## src/atx_params.svh

```systemverilog
// Constants of the avionics serial transceiver: control word fields,
// reset values and bit/word timing counts in units of the sample tick.
// Assumes nothing; definitions only.
`ifndef ATX_PARAMS_SVH
`define ATX_PARAMS_SVH

// Control word: ten flops loaded from bus bits 14..5
`define ATX_CW_BUS_LSB 5
`define ATX_CW_BUS_MSB 14
`define ATX_CW_RESET 10'h001
`define ATX_CW_SELFTEST_N 0
`define ATX_CW_RX1_LAB_EN 1
`define ATX_CW_RX1_L9 2
`define ATX_CW_RX1_L10 3
`define ATX_CW_RX2_LAB_EN 4
`define ATX_CW_RX2_L9 5
`define ATX_CW_RX2_L10 6
`define ATX_CW_TX_EVEN 7
`define ATX_CW_TX_SLOW 8
`define ATX_CW_RX_SLOW 9

// Tick every clock (fast) or every 8 clocks (slow); ten ticks per bit
`define ATX_SLOW_TICK_LAST 3'h7
`define ATX_BIT_LAST 6'h09
`define ATX_HALF_TICKS 6'h05
`define ATX_GAP_LAST 6'h27
`define ATX_SPACE_MIN 5'h08
`define ATX_SPACE_MAX 5'h0c
`define ATX_GAP_NULLS 2'h3
`define ATX_GAP_DIV_LAST 4'h9
`define ATX_LAST_BIT 6'h1f
`define ATX_TX_LAST_BIT 6'h1f
`define ATX_FIFO_DEPTH 8
`define ATX_FIFO_WIDTH 31

`endif

```

## src/atx_pkg.sv

```systemverilog
// Types and word packing helpers shared by the transceiver files.
// Assumes serial bit n sits at word index n-1.
package atx_pkg;

    typedef enum logic {ATX_RX_GAP, ATX_RX_RECV} atx_rx_state_t;
    typedef enum logic [1:0] {ATX_TX_IDLE, ATX_TX_DATA, ATX_TX_GAP} atx_tx_state_t;

    typedef struct packed {
        atx_rx_state_t state;
        logic [9:0] ones;
        logic [9:0] zeros;
        logic [9:0] nulls;
        logic qual;
        logic [4:0] space;
        logic [5:0] bit_cnt;
        logic [31:0] shift;
        logic [3:0] gap_div;
        logic [1:0] gap_cnt;
        logic [31:0] held;
        logic ready;
        logic rd_lo;
        logic rd_hi;
    } atx_rx_t;

    // First half-word layout of a 32-bit word
    function automatic logic [15:0] atx_half1(input logic [31:0] w);
        logic [15:0] h;
        h = {w[12:8], w[30], w[29], w[31], 8'h00};
        for (int i = 0; i < 8; i++) begin
            h[7-i] = w[i];
        end
        return h;
    endfunction

    // Builds the 31 stored bits from the two loaded half-words
    function automatic logic [30:0] atx_tx_word(input logic [15:0] h1, input logic [15:0] h2);
        logic [30:0] w;
        w = '0;
        for (int i = 0; i < 8; i++) begin
            w[i] = h1[7-i];
        end
        w[12:8] = h1[15:11];
        w[28:13] = h2;
        w[29] = h1[9];
        w[30] = h1[10];
        return w;
    endfunction

endpackage

```

## src/atx_transceiver.sv

```systemverilog
// Dual receiver / single transmitter serial word engine with its
// transmit FIFO. Host bus inputs are synchronous to SYS_CLK.
//
// Summary of operation
// - Ten control flops capture bus bits 14..5 on each control strobe pulse.
// - Control bit 5 low loops transmitter outputs back into the receivers.
// - Control bit 6 high: receiver 1 needs bits 9,10 equal control 7,8.
// - Control bit 9 high: receiver 2 needs bits 9,10 equal control 10,11.
// - Control bit 12 picks transmit parity: 0 odd, 1 even.
// - Control bit 13 picks transmit data clock, master divided 10 or 80.
// - Control bit 14 picks receive sample clock, master divided 1 or 8.
// - First half-word packs serial bits 13..9, 31, 30, 32, 1..8.
// - Second half-word carries serial bits 29 down to 14.
// - Line states count only after three identical consecutive samples.
// - Data bit needs one/zero in upper samples then null in lower.
// - Word-gap null needs three nulls in upper and lower samples.
// - Data bits must be 8 to 12 samples apart or the word drops.
// - After a word, sample null every ten ticks; three nulls re-arm.
// - Received bit 32 shows 0 when ones including bit 32 are odd.
// - Thirty-two bits raise word complete, setting ready if label passes.
// - Ready stays low until both half-words are read via enable and select.
// - Host loads first half then second; full word enters next FIFO slot.
// - FIFO holds eight words and ignores loads while full.
// - Send enable moves head word out; first bit follows promptly.
// - Bit is ten periods, half data half null; word gap forty.
// - Word counter raises transmitter idle when all loaded words are sent.
// - Transmitter idle drops as soon as a word is loaded.
// - Receiver 2 reaches the bus only while receiver 1 enable is high.
// - Global clear stops traffic, empties FIFO and flags, keeps control.
`timescale 1ns/1ps
`default_nettype none
`include "atx_params.svh"

module atx_fifo #(
    parameter int WIDTH = 31,
    parameter int DEPTH = 16
) (
    // Clock and reset
    input wire logic clk,
    input wire logic rst,
    input wire logic clear,
    // Fill side
    input wire logic in_valid,
    output logic in_ready,
    input wire logic [WIDTH-1:0] in_data,
    // Drain side
    output logic out_valid,
    input wire logic out_ready,
    output logic [WIDTH-1:0] out_data
);
    localparam int AW = $clog2(DEPTH);
    localparam int CW = $clog2(DEPTH + 1);

    typedef struct packed {
        logic [DEPTH-1:0][WIDTH-1:0] mem;
        logic [AW-1:0] wr;
        logic [AW-1:0] rd;
        logic [CW-1:0] cnt;
    } atx_fifo_st_t;

    atx_fifo_st_t s_ff;
    atx_fifo_st_t nxt_s;
    logic push;
    logic pop;

    assign in_ready = (s_ff.cnt != CW'(DEPTH));
    assign out_valid = (s_ff.cnt != '0);
    assign out_data = s_ff.mem[s_ff.rd];
    assign push = in_valid & in_ready;
    assign pop = out_valid & out_ready;

    always_comb begin
        nxt_s = s_ff;
        if (push) begin
            nxt_s.mem[s_ff.wr] = in_data;
            nxt_s.wr = (s_ff.wr == AW'(DEPTH - 1)) ? '0 : s_ff.wr + AW'(1);
        end
        if (pop) begin
            nxt_s.rd = (s_ff.rd == AW'(DEPTH - 1)) ? '0 : s_ff.rd + AW'(1);
        end
        nxt_s.cnt = s_ff.cnt + CW'(push) - CW'(pop);
        if (clear) begin
            nxt_s.wr = '0;
            nxt_s.rd = '0;
            nxt_s.cnt = '0;
        end
    end

    always_ff @(posedge clk or posedge rst) begin
        if (rst) begin
            s_ff <= '0;
        end else begin
            s_ff <= nxt_s;
        end
    end
endmodule

////////////////////////////////////////////////////////////////////////////////

module atx_transceiver (
    // Clock and resets
    input wire logic SYS_CLK,
    input wire logic SYS_RST,
    input wire logic GLOBAL_CLEAR_N,
    // Host data bus, split two-way pin
    input wire logic [15:0] BUS_DATA_IN,
    output logic [15:0] BUS_DATA_OUT,
    output logic BUS_DATA_OE,
    // Host control strobes
    input wire logic CONTROL_WORD_STROBE,
    input wire logic RX1_READ_ENABLE_N,
    input wire logic RX2_READ_ENABLE_N,
    input wire logic HALF_WORD_SELECT,
    input wire logic TX_LOAD_FIRST_HALF,
    input wire logic TX_LOAD_SECOND_HALF,
    input wire logic TX_SEND_ENABLE,
    // Host flags
    output logic RX1_WORD_READY_N,
    output logic RX2_WORD_READY_N,
    output logic TX_IDLE,
    // Line comparator inputs and line outputs
    input wire logic RX1_LINE_POS,
    input wire logic RX1_LINE_NEG,
    input wire logic RX2_LINE_POS,
    input wire logic RX2_LINE_NEG,
    output logic LINE_OUT_POS,
    output logic LINE_OUT_NEG
);
    import atx_pkg::*;

    typedef struct packed {
        logic [9:0] ctrl;
        logic strobe_prev;
        logic ld1_prev;
        logic ld2_prev;
        logic [15:0] half1;
        logic half1_ok;
        logic [2:0] tx_div;
        logic [2:0] rx_div;
        atx_tx_state_t tx_state;
        logic [31:0] tx_shift;
        logic [5:0] tx_bits;
        logic [5:0] tx_cnt;
        logic [3:0] pending;
        logic idle;
        logic pos;
        logic neg;
        logic [15:0] bus_out;
        atx_rx_t [1:0] rx;
    } atx_state_t;

    atx_state_t s_ff;
    atx_state_t nxt_s;
    logic fifo_in_valid;
    logic fifo_in_ready;
    logic fifo_out_valid;
    logic fifo_out_ready;
    logic [30:0] fifo_out_data;
    logic [30:0] load_word;

    ////////////////////////////////////////////////////////////////////////////
    // One receiver, advanced by one clock
    function automatic atx_rx_t rx_step(input atx_rx_t r, input logic lp, input logic ln,
                                        input logic tick, input logic lab_en,
                                        input logic [1:0] lab, input logic rd_lo,
                                        input logic rd_hi);
        atx_rx_t n;
        logic cond;
        logic ev;
        logic wgap;
        logic done;
        logic abort;
        logic [31:0] w;
        n = r;
        done = 1'b0;
        abort = 1'b0;
        w = r.shift;
        if (tick) begin
            n.ones = {r.ones[8:0], lp & ~ln};
            n.zeros = {r.zeros[8:0], ln & ~lp};
            n.nulls = {r.nulls[8:0], ~lp & ~ln};
            cond = ((&n.ones[9:7]) | (&n.zeros[9:7])) & (&n.nulls[2:0]);
            ev = cond & ~r.qual;
            n.qual = cond;
            wgap = (&n.nulls[9:7]) & (&n.nulls[2:0]);
            if (r.space != 5'h1f) begin
                n.space = r.space + 5'h01;
            end
            if (r.state == ATX_RX_GAP) begin
                n.gap_div = (r.gap_div == `ATX_GAP_DIV_LAST) ? 4'h0 : r.gap_div + 4'h1;
                if (r.gap_div == `ATX_GAP_DIV_LAST) begin
                    n.gap_cnt = wgap ? r.gap_cnt + 2'h1 : 2'h0;
                    if (wgap && (r.gap_cnt + 2'h1 == `ATX_GAP_NULLS)) begin
                        n.state = ATX_RX_RECV;
                        n.bit_cnt = '0;
                    end
                end
            end else if (ev) begin
                if ((r.bit_cnt != '0) &&
                    ((r.space < `ATX_SPACE_MIN) || (r.space > `ATX_SPACE_MAX))) begin
                    abort = 1'b1;
                end else begin
                    n.shift[r.bit_cnt[4:0]] = n.ones[9];
                    n.space = '0;
                    n.bit_cnt = r.bit_cnt + 6'h01;
                    if (r.bit_cnt == `ATX_LAST_BIT) begin
                        done = 1'b1;
                        w = n.shift;
                        w[31] = ~(^n.shift);
                        abort = 1'b1;
                    end
                end
            end else if ((r.bit_cnt != '0) && (r.space > `ATX_SPACE_MAX)) begin
                abort = 1'b1;
            end
            if (abort) begin
                n.state = ATX_RX_GAP;
                n.gap_cnt = '0;
                n.gap_div = '0;
            end
        end
        if (r.ready) begin
            n.rd_lo = r.rd_lo | rd_lo;
            n.rd_hi = r.rd_hi | rd_hi;
            if (n.rd_lo & n.rd_hi) begin
                n.ready = 1'b0;
            end
        end
        // A fresh word beats a clearing read in the same cycle
        if (done && (!lab_en || ({w[9], w[8]} == lab))) begin
            n.held = w;
            n.ready = 1'b1;
            n.rd_lo = 1'b0;
            n.rd_hi = 1'b0;
        end
        return n;
    endfunction

    ////////////////////////////////////////////////////////////////////////////
    // Transmit buffer
    atx_fifo #(
        .WIDTH(`ATX_FIFO_WIDTH),
        .DEPTH(`ATX_FIFO_DEPTH)
    ) u_fifo (
        .clk(SYS_CLK),
        .rst(SYS_RST),
        .clear(~GLOBAL_CLEAR_N),
        .in_valid(fifo_in_valid),
        .in_ready(fifo_in_ready),
        .in_data(load_word),
        .out_valid(fifo_out_valid),
        .out_ready(fifo_out_ready),
        .out_data(fifo_out_data)
    );

    assign load_word = atx_tx_word(s_ff.half1, BUS_DATA_IN);
    assign fifo_out_ready = (s_ff.tx_state == ATX_TX_IDLE) & TX_SEND_ENABLE & GLOBAL_CLEAR_N;

    ////////////////////////////////////////////////////////////////////////////
    always_comb begin
        logic tx_tick;
        logic rx_tick;
        logic rd1;
        logic rd2;
        logic pushed;
        logic sent;
        logic lp1;
        logic ln1;
        logic lp2;
        logic ln2;
        logic [31:0] src;
        nxt_s = s_ff;
        fifo_in_valid = 1'b0;
        pushed = 1'b0;
        sent = 1'b0;
        lp1 = 1'b0;
        ln1 = 1'b0;
        lp2 = 1'b0;
        ln2 = 1'b0;
        // Tick is master/1 or master/8; ten ticks make the data clock
        tx_tick = !s_ff.ctrl[`ATX_CW_TX_SLOW] || (s_ff.tx_div == `ATX_SLOW_TICK_LAST);
        rx_tick = !s_ff.ctrl[`ATX_CW_RX_SLOW] || (s_ff.rx_div == `ATX_SLOW_TICK_LAST);
        nxt_s.tx_div = s_ff.tx_div + 3'h1;
        nxt_s.rx_div = s_ff.rx_div + 3'h1;
        nxt_s.strobe_prev = CONTROL_WORD_STROBE;
        nxt_s.ld1_prev = TX_LOAD_FIRST_HALF;
        nxt_s.ld2_prev = TX_LOAD_SECOND_HALF;
        if (CONTROL_WORD_STROBE && !s_ff.strobe_prev) begin
            nxt_s.ctrl = BUS_DATA_IN[`ATX_CW_BUS_MSB:`ATX_CW_BUS_LSB];
        end

        // Host loads; a second half without a first is dropped
        if (TX_LOAD_FIRST_HALF && !s_ff.ld1_prev) begin
            nxt_s.half1 = BUS_DATA_IN;
            nxt_s.half1_ok = 1'b1;
        end
        if (TX_LOAD_SECOND_HALF && !s_ff.ld2_prev) begin
            fifo_in_valid = s_ff.half1_ok;
            pushed = s_ff.half1_ok & fifo_in_ready;
            nxt_s.half1_ok = 1'b0;
        end

        // Transmitter
        case (s_ff.tx_state)
            ATX_TX_IDLE: begin
                if (fifo_out_ready && fifo_out_valid) begin
                    nxt_s.tx_state = ATX_TX_DATA;
                    nxt_s.tx_shift = {s_ff.ctrl[`ATX_CW_TX_EVEN] ? ^fifo_out_data
                                      : ~(^fifo_out_data), fifo_out_data};
                    nxt_s.tx_bits = '0;
                    nxt_s.tx_cnt = '0;
                end
            end
            ATX_TX_DATA: begin
                if (!TX_SEND_ENABLE) begin
                    nxt_s.tx_state = ATX_TX_IDLE;
                    sent = 1'b1;
                end else if (tx_tick) begin
                    nxt_s.tx_cnt = s_ff.tx_cnt + 6'h01;
                    if (s_ff.tx_cnt == `ATX_BIT_LAST) begin
                        nxt_s.tx_cnt = '0;
                        nxt_s.tx_bits = s_ff.tx_bits + 6'h01;
                        nxt_s.tx_shift = {1'b0, s_ff.tx_shift[31:1]};
                        if (s_ff.tx_bits == `ATX_TX_LAST_BIT) begin
                            nxt_s.tx_state = ATX_TX_GAP;
                        end
                    end
                end
            end
            ATX_TX_GAP: begin
                if (tx_tick) begin
                    nxt_s.tx_cnt = s_ff.tx_cnt + 6'h01;
                    if (s_ff.tx_cnt == `ATX_GAP_LAST) begin
                        nxt_s.tx_state = ATX_TX_IDLE;
                        sent = 1'b1;
                    end
                end
            end
            default: begin
                nxt_s.tx_state = ATX_TX_IDLE;
            end
        endcase
        nxt_s.pending = s_ff.pending + 4'(pushed) - 4'(sent);
        nxt_s.idle = (nxt_s.pending == '0) && !pushed;
        nxt_s.pos = (nxt_s.tx_state == ATX_TX_DATA) && (nxt_s.tx_cnt < `ATX_HALF_TICKS)
                    && nxt_s.tx_shift[0];
        nxt_s.neg = (nxt_s.tx_state == ATX_TX_DATA) && (nxt_s.tx_cnt < `ATX_HALF_TICKS)
                    && !nxt_s.tx_shift[0];

        // Receivers; self test feeds receiver 2 the complement
        if (!s_ff.ctrl[`ATX_CW_SELFTEST_N]) begin
            lp1 = s_ff.pos;
            ln1 = s_ff.neg;
            lp2 = s_ff.neg;
            ln2 = s_ff.pos;
        end else begin
            lp1 = RX1_LINE_POS;
            ln1 = RX1_LINE_NEG;
            lp2 = RX2_LINE_POS;
            ln2 = RX2_LINE_NEG;
        end
        rd1 = !RX1_READ_ENABLE_N;
        rd2 = !RX2_READ_ENABLE_N && RX1_READ_ENABLE_N;
        nxt_s.rx[0] = rx_step(s_ff.rx[0], lp1, ln1, rx_tick, s_ff.ctrl[`ATX_CW_RX1_LAB_EN],
                              {s_ff.ctrl[`ATX_CW_RX1_L10], s_ff.ctrl[`ATX_CW_RX1_L9]},
                              rd1 && !HALF_WORD_SELECT, rd1 && HALF_WORD_SELECT);
        nxt_s.rx[1] = rx_step(s_ff.rx[1], lp2, ln2, rx_tick, s_ff.ctrl[`ATX_CW_RX2_LAB_EN],
                              {s_ff.ctrl[`ATX_CW_RX2_L10], s_ff.ctrl[`ATX_CW_RX2_L9]},
                              rd2 && !HALF_WORD_SELECT, rd2 && HALF_WORD_SELECT);
        src = rd1 ? s_ff.rx[0].held : s_ff.rx[1].held;
        nxt_s.bus_out = HALF_WORD_SELECT ? src[28:13] : atx_half1(src);

        // Global clear wipes traffic and flags but keeps the control word
        if (!GLOBAL_CLEAR_N) begin
            nxt_s = '0;
            nxt_s.ctrl = s_ff.ctrl;
            nxt_s.strobe_prev = s_ff.strobe_prev;
            nxt_s.idle = 1'b1;
        end
    end

    always_ff @(posedge SYS_CLK or posedge SYS_RST) begin
        if (SYS_RST) begin
            s_ff <= '0;
            s_ff.ctrl <= `ATX_CW_RESET;
            s_ff.idle <= 1'b1;
        end else begin
            s_ff <= nxt_s;
        end
    end

    assign BUS_DATA_OUT = s_ff.bus_out;
    assign BUS_DATA_OE = !RX1_READ_ENABLE_N || !RX2_READ_ENABLE_N;
    assign RX1_WORD_READY_N = !s_ff.rx[0].ready;
    assign RX2_WORD_READY_N = !s_ff.rx[1].ready;
    assign TX_IDLE = s_ff.idle;
    assign LINE_OUT_POS = s_ff.pos;
    assign LINE_OUT_NEG = s_ff.neg;
endmodule

`default_nettype wire

```

## config.mk

```make
export PLATFORM = sky130hd
export DESIGN_NAME = atx_transceiver
export DESIGN_NICKNAME = d
export VERILOG_FILES = /design/src/atx_pkg.sv /design/src/atx_transceiver.sv
export VERILOG_INCLUDE_DIRS = /design/src
export SDC_FILE = /design/constraint.sdc
export NUM_CORES = 1
export LEC_CHECK = 0
export BUFFER_PORTS_ARGS = -buffer_cell sky130_fd_sc_hd__buf_2
export CORE_MARGIN = 2
export CORE_UTILIZATION = 30
export DETAILED_ROUTE_END_ITERATION = 12
export PLACE_DENSITY = 0.48
export SYNTH_ARGS = -nofsm -noshare
export SYNTH_HDL_FRONTEND = slang
export SYNTH_SLANG_ARGS = --single-unit
```

## constraint.sdc

```tcl
create_clock -name SYS_CLK -period 23.6 [get_ports SYS_CLK]
set_clock_uncertainty 0.15 [all_clocks]
set_input_delay 4.72 -clock SYS_CLK [delete_from_list [all_inputs] [get_ports SYS_CLK]]
set_output_delay 4.72 -clock SYS_CLK [all_outputs]
set_load 0.02 [all_outputs]
```

==> results of run 1 <==
==> layout make-up <==
cell class,count,area (sq um),area share (%)
sequential,588,14720,45.27
inverter,38,150.1,0.4617
multi-input combinational,1650,13160,40.46
clock inverter,20,234.0,0.7195
clock buffer,109,2121,6.521
tap,1265,1583,4.867
timing repair buffer,85,554.3,1.704
==> worst paths after layout <==
check	end	cells after the start	slack (ps)
min reg2reg	s_ff[304]$_DFF_PP0_	1	280
max in group asynchronous	u_fifo.s_ff[5]$_DFFE_PP0P_	3	17630
min in group asynchronous	s_ff[222]$_DFFE_PP0N_	2	4070
min	s_ff[304]$_DFF_PP0_	1	280
max	BUS_DATA_OE	3	13330
max reg2reg	s_ff[266]$_DFFE_PP0P_	12	19580
==> registers in the layout, summed over array words and instances, names as in the netlist <==
name          count
load_word        15
LINE_OUT_NEG      1
u_fifo.s_ff     258
TX_IDLE           1
BUS_DATA_OUT     16
s_ff            296
LINE_OUT_POS      1
==> synthesized netlist by cell type, types with 12 or more instances <==
master                     number
sky130_fd_sc_hd__buf_2         42
sky130_fd_sc_hd__xnor2_1       89
sky130_fd_sc_hd__nor2_1        71
sky130_fd_sc_hd__o31ai_1       31
sky130_fd_sc_hd__nand4b_1      27
sky130_fd_sc_hd__a21oi_1       70
sky130_fd_sc_hd__nand2b_1      13
sky130_fd_sc_hd__mux4_2        44
sky130_fd_sc_hd__nor2b_1       32
sky130_fd_sc_hd__nand4_1       23
sky130_fd_sc_hd__o22ai_1       34
sky130_fd_sc_hd__and2_1        40
sky130_fd_sc_hd__nand3_1       21
sky130_fd_sc_hd__ha_1          41
sky130_fd_sc_hd__and4bb_2      12
sky130_fd_sc_hd__dfrtp_1      586
sky130_fd_sc_hd__mux2i_1      134
sky130_fd_sc_hd__mux2_2       262
sky130_fd_sc_hd__buf_1         23
sky130_fd_sc_hd__a21boi_0      70
sky130_fd_sc_hd__xor2_1        19
sky130_fd_sc_hd__nand2_1      310
sky130_fd_sc_hd__inv_1         38
sky130_fd_sc_hd__o21ai_0       73
sky130_fd_sc_hd__nor4bb_1      12
sky130_fd_sc_hd__buf_4         29
sky130_fd_sc_hd__nor3b_1       14
sky130_fd_sc_hd__o211a_1       66
sky130_fd_sc_hd__a221o_1       26
sky130_fd_sc_hd__clkbuf_1      98
sky130_fd_sc_hd__nor3_1        14
==> cells by family after synthesis <==
logic type / synth area share [%]
AO/OA/AOI/OAI: 10.61
flip-flops: 50.85
AND/OR/NAND/NOR: 10.92
XOR/XNOR: 3.324
multiplexers: 18.52
buffers and inverters: 3.869
adder cells (fa/ha/maj): 1.911
==> report_power, final <==
part / switching (mW) / internal [mW] / leakage, nW
clock: 0.441 / 0.655 / 1.16
sequential: 0.0382 / 1.06 / 8.11
combinational: 0.221 / 0.183 / 5.65
==> metal layers <==
| metal | global-route usage [%] | up-vias |
|---|---|---|
| met5 | 0 | - |
| met4 | 4.069 | 10 |
| met3 | 2.602 | 107 |
| met2 | 22.91 | 313 |
| met1 | 20.32 | 9702 |
| li1 | - | 8747 |
==> per-stage QoR <==
step	hold WS, ps	instance area, sq um	utilization (%)	setup WS, ps
after floorplan	259.1	28940	-	2279
after global placement	271.8	30150	31.63	13320
after detailed placement	278.1	30150	31.63	13320
after CTS	287.9	32500	34.10	13320
after global routing	310.8	32520	34.13	13280
final	283.3	32520	34.13	13330
==> flow_metrics.py, run 1 <==
metrics = {
    "status": {
        "status": "complete, no violations",
    },
    "setup_path": {
        "cp-end-kind": "output pin",
        "cp.required_ps": 18730,
        "worst_path_largest_cell_delay_ps": 410,
        "timing.critical_path.from": "RX1_READ_ENABLE_N",
        "crit_chain": "buf_2 > nand2_1 > buf_2",
        "critical_path.reg2reg.startpoint": "s_ff[256]$_DFF_PP0_",
        "critPathTopFamily": "buffers and inverters",
        "cp_data_arrival_time_ps": 5400,
        "cp_slowest_cell": "sky130_fd_sc_hd__buf_2",
        "timing.critical_path.buf_inv": 2,
        "timing.critical_path.fanout_max": 18,
        "timing.critical_path.mode_cell": "sky130_fd_sc_hd__buf_2",
        "worstSetupPathType": "in -> out",
        "timing.critical_path.from_type": "input pin",
    },
    "floorplan": {
        "design.die.area_sq_um": 98980,
        "floorplan.io_pins": 52,
        "floorplan.rows": 113,
        "die_w_um": 314.6,
        "initial_core_util_pct": 30.37,
        "placeableCoreArea_sq_um": 95290,
        "floorplan.die.height_um": 314.6,
    },
    "synthesis": {
        "netlist.area_leader.share_pct": 50.66,
        "ys.flop_type": "sky130_fd_sc_hd__dfrtp_1",
        "mappedNetlistNets": 2550,
        "postSynthAreaPerCell_sq_um": 11.69,
        "post_synthesis_register_bit_count": 588,
        "yosysSeqAreaShare_pct": 50.85,
        "synth.area.top_cells": "sky130_fd_sc_hd__dfrtp_1, sky130_fd_sc_hd__mux2_2, sky130_fd_sc_hd__mux2i_1",
        "synth_enable_flop_cells": 0,
        "synthDistinctLibCells": 75,
        "yosysTopAreaCell": "sky130_fd_sc_hd__dfrtp_1",
        "synthesis.area_sq_um": 28940,
        "syn_inst": 2477,
        "async_reset_ff_share_pct": 100.0,
        "ys.warnings.count": 0,
    },
    "sta": {
        "fin_tns_setup_ps": 0,
        "unrepaired_setup_endpoints_after_global_routing": "false",
        "finalSetupViolCount": 0,
        "max-slew-margin-rel_pct": 18.43,
        "timing_worst_slew_pin_value_ps": 1218,
        "finalMaxSlewViolations": 0,
        "crit_path_time_final_ps": 10270,
        "layout_worst_path_cycle_share_pct": 43.54,
        "timing_hold_violations_final": 0,
        "maxClockFrequency_mhz": 97.33,
    },
    "global_route": {
        "number_of_antenna_violations_at_the_first_check_in_global_routing": 7,
        "grt-ovfl-total": 0,
        "grt_max_degree": 177,
        "first_global_vias": 19400,
        "grt_first_pass_wirelength_mm": 113.8,
        "groute.usage.overall_pct": 14.49,
    },
    "cts": {
        "clock_sink_count": 588,
        "master_cell_of_the_clock_root_buffer": "sky130_fd_sc_hd__clkbuf_16",
        "cts-htree-levels": 3,
        "cts_inserted_buffers": 71,
        "cts.repair.resized": 0,
        "cts_tree": "built",
        "clkLatencyLatePin_ps": 640,
        "cts_hold_buf": 0,
        "clkSlewWorstSetupHoldPaths_ps": 60,
        "clk_path_buf_depth": 3,
        "buffer_count_from_post_cts_setup_fixing": 0,
    },
    "detailed_routing": {
        "route.detailed.vias_per_inst": 5.028,
        "detail_route.drc_violations": 0,
        "met2RoutedLength_mm": 32.70,
        "dr.pass1.iters": 6,
        "met3_length_mm": 2.614,
        "m1WireLength_mm": 33.90,
        "drt_first_iter_violations": 1424,
        "route.top_layer_used": "met5",
        "finalWirelength_mm": 70.69,
        "antenna_viol_nets_final": 0,
        "drt-wirelength-per-cell_um": 18.82,
        "via_count": 18880,
    },
    "placement": {
        "gp_congestion": 0.7544,
        "place_hpwl_mm": 41.91,
        "place_inst": 3625,
        "buffers_added_on_ports": 51,
    },
    "finish": {
        "most_frequent_cells_in_the_layout": "sky130_fd_sc_hd__dfrtp_1, sky130_fd_sc_hd__nand2_1, sky130_fd_sc_hd__mux2_2",
        "area_growth_pct": 12.35,
        "antenna_cells_inserted": 0,
        "finalNetCount": 2507,
        "stdcell_count": 3755,
        "layout-drive-gt1-share_pct": 21.97,
        "layout.filler_cells": 9466,
        "layout_commonest_cell": "sky130_fd_sc_hd__dfrtp_1",
    },
    "pwr": {
        "power_per_cell_area_nw_per_um2": 79.87,
        "peakVddDrop_v": 0.00005525,
        "total_power_mw": 2.597,
        "standby_leakage_power_nw": 14.91,
    },
    "worst_hold_path": {
        "hold_class": "reg -> reg",
        "hold_start": "s_ff[304]$_DFF_PP0_",
    },
    "flow_run": {
        "timing.max_cap.violations": 0,
    },
}
Note: power is estimated with default switching activity, not from simulation.
==> run 2: changes to the inputs <==
Settings changed: PLACE_DENSITY 0.48 to 0.5.
Clock period 23.6 ns to 8.9 ns, I/O delays scaled along.
==> run 2 against run 1 <==
- via count is 1.0% higher
- utilization is 0.054 points higher
- die area stayed put
- hold slack better by 2.5 ps
- register-to-register slack worse by 15000 ps
- largest cell class unchanged
- cell count hardly changed
- critical endpoint is now s_ff[8]$_DFFE_PP0P_
- combinational power grew to 2.7 times the previous value
- first-iteration DRC count is 3.2% higher
- total power grew to 2.7 times the previous value
- critical path depth is 6 higher
- clock power grew to 2.7 times the previous value
- clock-buffer cell count is 3 lower
==> flow_metrics.py, run 2 (synthesis results as in run 1) <==
metrics = {
    "status": {
        "status": "complete, no violations",
    },
    "pwr": {
        "peakVddDrop_v": 0.0001426,
        "standby_leakage_power_nw": 14.93,
        "power_per_cell_area_nw_per_um2": 212.9,
    },
    "setup_path": {
        "cp_slowest_cell": "sky130_fd_sc_hd__nor2_4",
        "rr_worst_depth": 9,
        "critical_path_depth": 9,
        "worstSetupPathType": "in -> reg",
        "cp.required_ps": 9230,
        "cp_data_arrival_time_ps": 5270,
        "worst-r2r-setup-slack_ps": 4510,
        "timing.critical_path.buf_inv": 1,
        "timing.critical_path.from_type": "input pin",
        "cp-end-kind": "flop",
        "r2r_end": "s_ff[298]$_DFFE_PP0P_",
        "timing.critical_path.fanout_max": 63,
        "crit_chain": "buf_2 > nor3b_1 > o211ai_1 > or3_1 > a21oi_1 > nand3_1 > nor2_4 > nand2_1 > o211a_1",
        "worst_path_largest_cell_delay_ps": 1010,
        "timing.critical_path.from": "RX1_LINE_POS",
        "critPathTopFamily": "simple AND/OR/NAND/NOR gates",
        "capture_point_of_the_worst_path": "s_ff[8]$_DFFE_PP0P_",
        "critical_path.reg2reg.startpoint": "u_fifo.s_ff[4]$_DFFE_PP0P_",
    },
    "placement": {
        "place_inst": 3629,
        "gp_congestion": 0.7746,
        "buffers_added_on_ports": 51,
        "place_hpwl_mm": 42.86,
    },
    "sta": {
        "finalMaxSlewViolations": 0,
        "layout_worst_path_cycle_share_pct": 55.55,
        "crit_path_time_final_ps": 4944,
        "unrepaired_setup_endpoints_after_global_routing": "false",
        "timing_hold_violations_final": 0,
        "timing_worst_slew_pin_value_ps": 1245,
        "hold_ws_ps": 285.8,
        "finalSetupViolCount": 0,
        "maxClockFrequency_mhz": 202.3,
        "max-slew-margin-rel_pct": 16.61,
    },
    "cts": {
        "clkLatencyLatePin_ps": 620,
        "cts_inserted_buffers": 71,
        "cts.repair.resized": 0,
        "buffer_count_from_post_cts_setup_fixing": 0,
        "clock_sink_count": 588,
        "cts_tree": "built",
        "cts-htree-levels": 3,
        "master_cell_of_the_clock_root_buffer": "sky130_fd_sc_hd__clkbuf_16",
        "clk_path_buf_depth": 3,
        "clkSlewWorstSetupHoldPaths_ps": 50,
        "cts_hold_buf": 0,
    },
    "floorplan": {
        "design.die.area_sq_um": 98980,
        "placeableCoreArea_sq_um": 95290,
        "initial_core_util_pct": 30.37,
        "floorplan.rows": 113,
        "floorplan.die.height_um": 314.6,
        "die_w_um": 314.6,
        "floorplan.io_pins": 52,
    },
    "worst_hold_path": {
        "hold_class": "reg -> reg",
    },
    "detailed_routing": {
        "antenna_viol_nets_final": 0,
        "route.detailed.vias_per_inst": 5.080,
        "drt_first_iter_violations": 1469,
        "via_count": 19070,
        "dr.pass1.iters": 7,
        "detail_route.drc_violations": 0,
        "finalWirelength_mm": 71.51,
        "drt-wirelength-per-cell_um": 19.05,
    },
    "finish": {
        "final_core_utilization_pct": 34.18,
        "layout-drive-gt1-share_pct": 22.11,
        "ff_latch_area_sq_um": 14720,
        "finalNetCount": 2510,
        "largest-register": "s_ff",
        "layout_commonest_cell": "sky130_fd_sc_hd__dfrtp_1",
        "most_frequent_cells_in_the_layout": "sky130_fd_sc_hd__dfrtp_1, sky130_fd_sc_hd__nand2_1, sky130_fd_sc_hd__mux2_2",
        "stdcell_count": 3754,
        "largest_register_ffs": 296,
        "area_growth_pct": 12.53,
        "multi_input_comb_area_sq_um": 13160,
        "layout.filler_cells": 9444,
    },
    "global_route": {
        "groute.usage.overall_pct": 14.51,
        "grt-ovfl-total": 0,
        "grt_max_degree": 150,
        "first_global_vias": 19650,
        "grt_first_pass_wirelength_mm": 114.0,
        "number_of_antenna_violations_at_the_first_check_in_global_routing": 6,
    },
    "flow_run": {
        "timing.max_cap.violations": 0,
    },
}
## run 2: cell types whose count changed in the layout (fill, tap and decap cells not counted), moves of 2 or more
cell | before | now
sky130_fd_sc_hd__buf_4 | 31 | 35
sky130_fd_sc_hd__clkinv_16 | 0 | 2
sky130_fd_sc_hd__clkinv_2 | 10 | 5
sky130_fd_sc_hd__clkbuf_1 | 19 | 14
sky130_fd_sc_hd__clkbuf_8 | 18 | 21
## run 2: layer usage
| metal | track usage (%) | vias up | routed length (um) |
|---|---|---|---|
| li1 | - | 8729 | - |
| met1 | 20.57 | 9881 | 34020 |
| met2 | 22.58 | 351 | 32700 |
| met3 | 2.596 | 101 | 2977 |
| met4 | 4.329 | 8 | 1764 |
| met5 | 0 | - | 49 |
## run 2: per-stage QoR
stage	area, sq um	setup slack [ps]	power [mW]	setup TNS, ps
after floorplan	28950	-1044	3.799	-611630
after global placement	30170	3423	4.023	0
after detailed placement	30170	3294	4.053	0
after CTS	32570	3918	7.051	0
after global routing	32570	3591	7.270	0
final	32570	3956	6.936	0
## run 2: final cells by class
cell class | instances | share of cell area [%]
antenna | 1 | 0.007683
tap | 1265 | 4.859
sequential | 588 | 45.20
inverter | 38 | 0.4494
clock inverter | 18 | 0.8528
timing repair buffer | 88 | 1.732
clock buffer | 106 | 6.504
multi-input combinational | 1650 | 40.40
## run 2: worst min path at each step
| stage | to | cells past startpoint | start |
|---|---|---|---|
| 2_1_floorplan | s_ff[301]$_DFF_PP0_ | 1 | s_ff[301]$_DFF_PP0_ |
| 3_3_place_gp | s_ff[301]$_DFF_PP0_ | 1 | s_ff[301]$_DFF_PP0_ |
| 3_5_place_dp | s_ff[301]$_DFF_PP0_ | 1 | s_ff[301]$_DFF_PP0_ |
| 4_1_cts | s_ff[304]$_DFF_PP0_ | 1 | s_ff[304]$_DFF_PP0_ |
| 5_1_grt | s_ff[304]$_DFF_PP0_ | 1 | s_ff[304]$_DFF_PP0_ |
| 6_report | s_ff[304]$_DFF_PP0_ | 1 | s_ff[304]$_DFF_PP0_ |
## run 2: power by group
group	internal [mW]	switching (mW)
sequential	2.81	0.120
combinational	0.483	0.585
clock	1.75	1.19
total	5.04	1.90
==> run 3: changes to the inputs <==
Clock period 8.9 ns to 4.3 ns, I/O delays scaled along.
==> run 3 against run 2 <==
- worst setup slack lost 3200 ps
- cell area grew 0.76%
- flip-flop and latch count is the same
- register-to-register slack lost 3700 ps
- combinational power grew 110%
- critical path depth grew 5
- clock-buffer cell count shrank 2
- cell count grew 0.96%
- via count grew 0.15%
- clock power grew 96%
- total power grew 100%
- largest cell class unchanged
- highest routed layer unchanged
==> flow_metrics.py, run 3 (synthesis results as in run 1) <==
metrics = {
    "cts": {
        "buffer_count_from_post_cts_setup_fixing": 0,
        "clock_sink_count": 588,
        "cts_tree": "built",
        "cts_hold_buf": 0,
        "clk_path_buf_depth": 3,
        "cts_inserted_buffers": 70,
        "cts.repair.resized": 0,
        "clkSlewWorstSetupHoldPaths_ps": 60,
        "cts-htree-levels": 3,
        "master_cell_of_the_clock_root_buffer": "sky130_fd_sc_hd__clkbuf_16",
        "clkLatencyLatePin_ps": 610,
    },
    "setup_path": {
        "timing.critical_path.mode_cell": "sky130_fd_sc_hd__ha_1",
        "cp_data_arrival_time_ps": 3880,
        "worst-r2r-setup-slack_ps": 790,
        "timing.critical_path.from_type": "flop",
        "crit_chain": "ha_1 > ha_1 > nand2b_1 > and3_1 > nand4_1 > a21boi_0 > ha_1 > inv_1 > ha_1 > inv_1 > fa_1 > xnor2_1 > or4b_2 > o21ai_0",
        "timing.critical_path.buf_inv": 2,
        "rr_worst_depth": 14,
        "timing.critical_path.from": "s_ff[304]$_DFF_PP0_",
        "timing.critical_path.fanout_max": 5,
        "r2r_end": "TX_IDLE$_DFF_PP1_",
        "cp.required_ps": 4670,
        "cp-end-kind": "flop",
        "capture_point_of_the_worst_path": "TX_IDLE$_DFF_PP1_",
        "critical_path_depth": 14,
        "critPathTopFamily": "adder cells",
        "worstSetupPathType": "reg -> reg",
        "worst_path_largest_cell_delay_ps": 600,
        "critical_path.reg2reg.startpoint": "s_ff[304]$_DFF_PP0_",
        "cp_slowest_cell": "sky130_fd_sc_hd__or4b_2",
    },
    "detailed_routing": {
        "antenna_viol_nets_final": 0,
        "dr.pass1.iters": 6,
        "detail_route.drc_violations": 0,
        "via_count": 19100,
        "finalWirelength_mm": 72.09,
        "drt-wirelength-per-cell_um": 19.02,
        "route.detailed.vias_per_inst": 5.039,
        "drt_first_iter_violations": 1230,
    },
    "finish": {
        "largest-register": "s_ff",
        "largest_register_ffs": 296,
        "most_frequent_cells_in_the_layout": "sky130_fd_sc_hd__dfrtp_1, sky130_fd_sc_hd__nand2_1, sky130_fd_sc_hd__mux2_2",
        "final_design_area_no_fill_sq_um": 32820,
        "stdcell_count": 3790,
        "area_growth_pct": 13.39,
        "layout-drive-gt1-share_pct": 22.94,
        "layout_commonest_cell": "sky130_fd_sc_hd__dfrtp_1",
        "finalNetCount": 2548,
    },
    "placement": {
        "placed_area_sq_um": 30600,
        "preCtsSetupSlack_ps": 772.2,
        "buffers_added_on_ports": 51,
        "place_inst": 3668,
        "place_hpwl_mm": 45.74,
        "gp_congestion": 0.7623,
    },
    "floorplan": {
        "initial_core_util_pct": 30.37,
        "floorplan.die.height_um": 314.6,
        "floorplan.rows": 113,
        "floorplan.io_pins": 52,
        "design.die.area_sq_um": 98980,
        "placeableCoreArea_sq_um": 95290,
        "die_w_um": 314.6,
    },
    "sta": {
        "finalSetupViolCount": 0,
        "post-route-worst-setup-slack_ps": 790.5,
        "maxClockFrequency_mhz": 284.9,
        "layout_worst_path_cycle_share_pct": 81.62,
        "hold_ws_ps": 270.9,
        "timing_hold_violations_final": 0,
        "crit_path_time_final_ps": 3509,
        "timing_worst_slew_pin_value_ps": 1110,
        "fin_tns_setup_ps": 0,
        "finalMaxSlewViolations": 0,
        "unrepaired_setup_endpoints_after_global_routing": "false",
        "max-slew-margin-rel_pct": 25.99,
    },
    "global_route": {
        "groute.usage.overall_pct": 14.69,
        "grt_max_degree": 118,
        "grt-ovfl-total": 0,
        "number_of_antenna_violations_at_the_first_check_in_global_routing": 7,
        "grt_first_pass_wirelength_mm": 115.3,
        "first_global_vias": 19620,
    },
    "status": {
        "status": "complete, no violations",
    },
    "flow_run": {
        "timing.max_cap.violations": 0,
    },
    "pwr": {
        "standby_leakage_power_nw": 15.09,
        "power_per_cell_area_nw_per_um2": 429.6,
        "peakVddDrop_v": 0.0002993,
    },
    "worst_hold_path": {
        "hold_class": "in -> async",
    },
}
-- run 3: cell types whose count changed in the layout (fill, tap and decap cells not counted), sizes merged --
cell,delta
bufinv,-2
inv,+1
buf,+39
clkinvlp,-1
clkbuf,-2
clkinv,+1
-- run 3: area by class of cell --
type                    instances  area [sq um]
diodes                          1         2.502
multi-input cells            1650         13160
flip-flops and latches        588         14720
repair buffers                127         994.7
well taps                    1265          1583
fillers                      9436         62470
clock inverters                17         176.4
clock buffers                 104          2041
inverters                      38         146.4
-- run 3: per-layer routing --
layer	track usage, %	part of all wire [%]
met4	3.766	2.0
met1	20.47	48
met5	0	0.080
met2	23.84	47
met3	2.286	3.3
-- run 3: report_power, final --
| part | internal (mW) | switching [mW] |
|---|---|---|
| clock | 3.36 | 2.40 |
| sequential | 5.82 | 0.228 |
| combinational | 1.04 | 1.25 |
| total | 10.2 | 3.88 |
-- run 3: how the worst min path moves through the flow --
stage	endpoint	slack (ps)	cells after the start
after floorplan	s_ff[301]$_DFF_PP0_	260	1
after global placement	s_ff[304]$_DFF_PP0_	270	1
after detailed placement	s_ff[304]$_DFF_PP0_	270	1
after CTS	s_ff[224]$_DFFE_PP0N_	260	2
after global routing	s_ff[221]$_DFFE_PP0N_	300	2
final	s_ff[224]$_DFFE_PP0N_	270	2
-- run 3: worst register-to-register path, cell delays in order, from the launching register on --
cell	delay (ps)
sky130_fd_sc_hd__dfrtp_1	370
sky130_fd_sc_hd__ha_1	200
sky130_fd_sc_hd__ha_1	190
sky130_fd_sc_hd__nand2b_1	210
sky130_fd_sc_hd__and3_1	250
sky130_fd_sc_hd__nand4_1	90
sky130_fd_sc_hd__a21boi_0	100
sky130_fd_sc_hd__ha_1	280
sky130_fd_sc_hd__inv_1	60
sky130_fd_sc_hd__ha_1	160
sky130_fd_sc_hd__inv_1	70
sky130_fd_sc_hd__fa_1	410
sky130_fd_sc_hd__xnor2_1	140
sky130_fd_sc_hd__or4b_2	600
sky130_fd_sc_hd__o21ai_0	160
-- run 3: through the flow --
| stage | util [%] | total power, mW |
|---|---|---|
| 2_1_floorplan | - | 7.863 |
| 3_3_place_gp | 32.11 | 8.399 |
| 3_5_place_dp | 32.11 | 8.462 |
| 4_1_cts | 34.44 | 14.35 |
| 5_1_grt | 34.44 | 14.82 |
| 6_report | 34.44 | 14.10 |
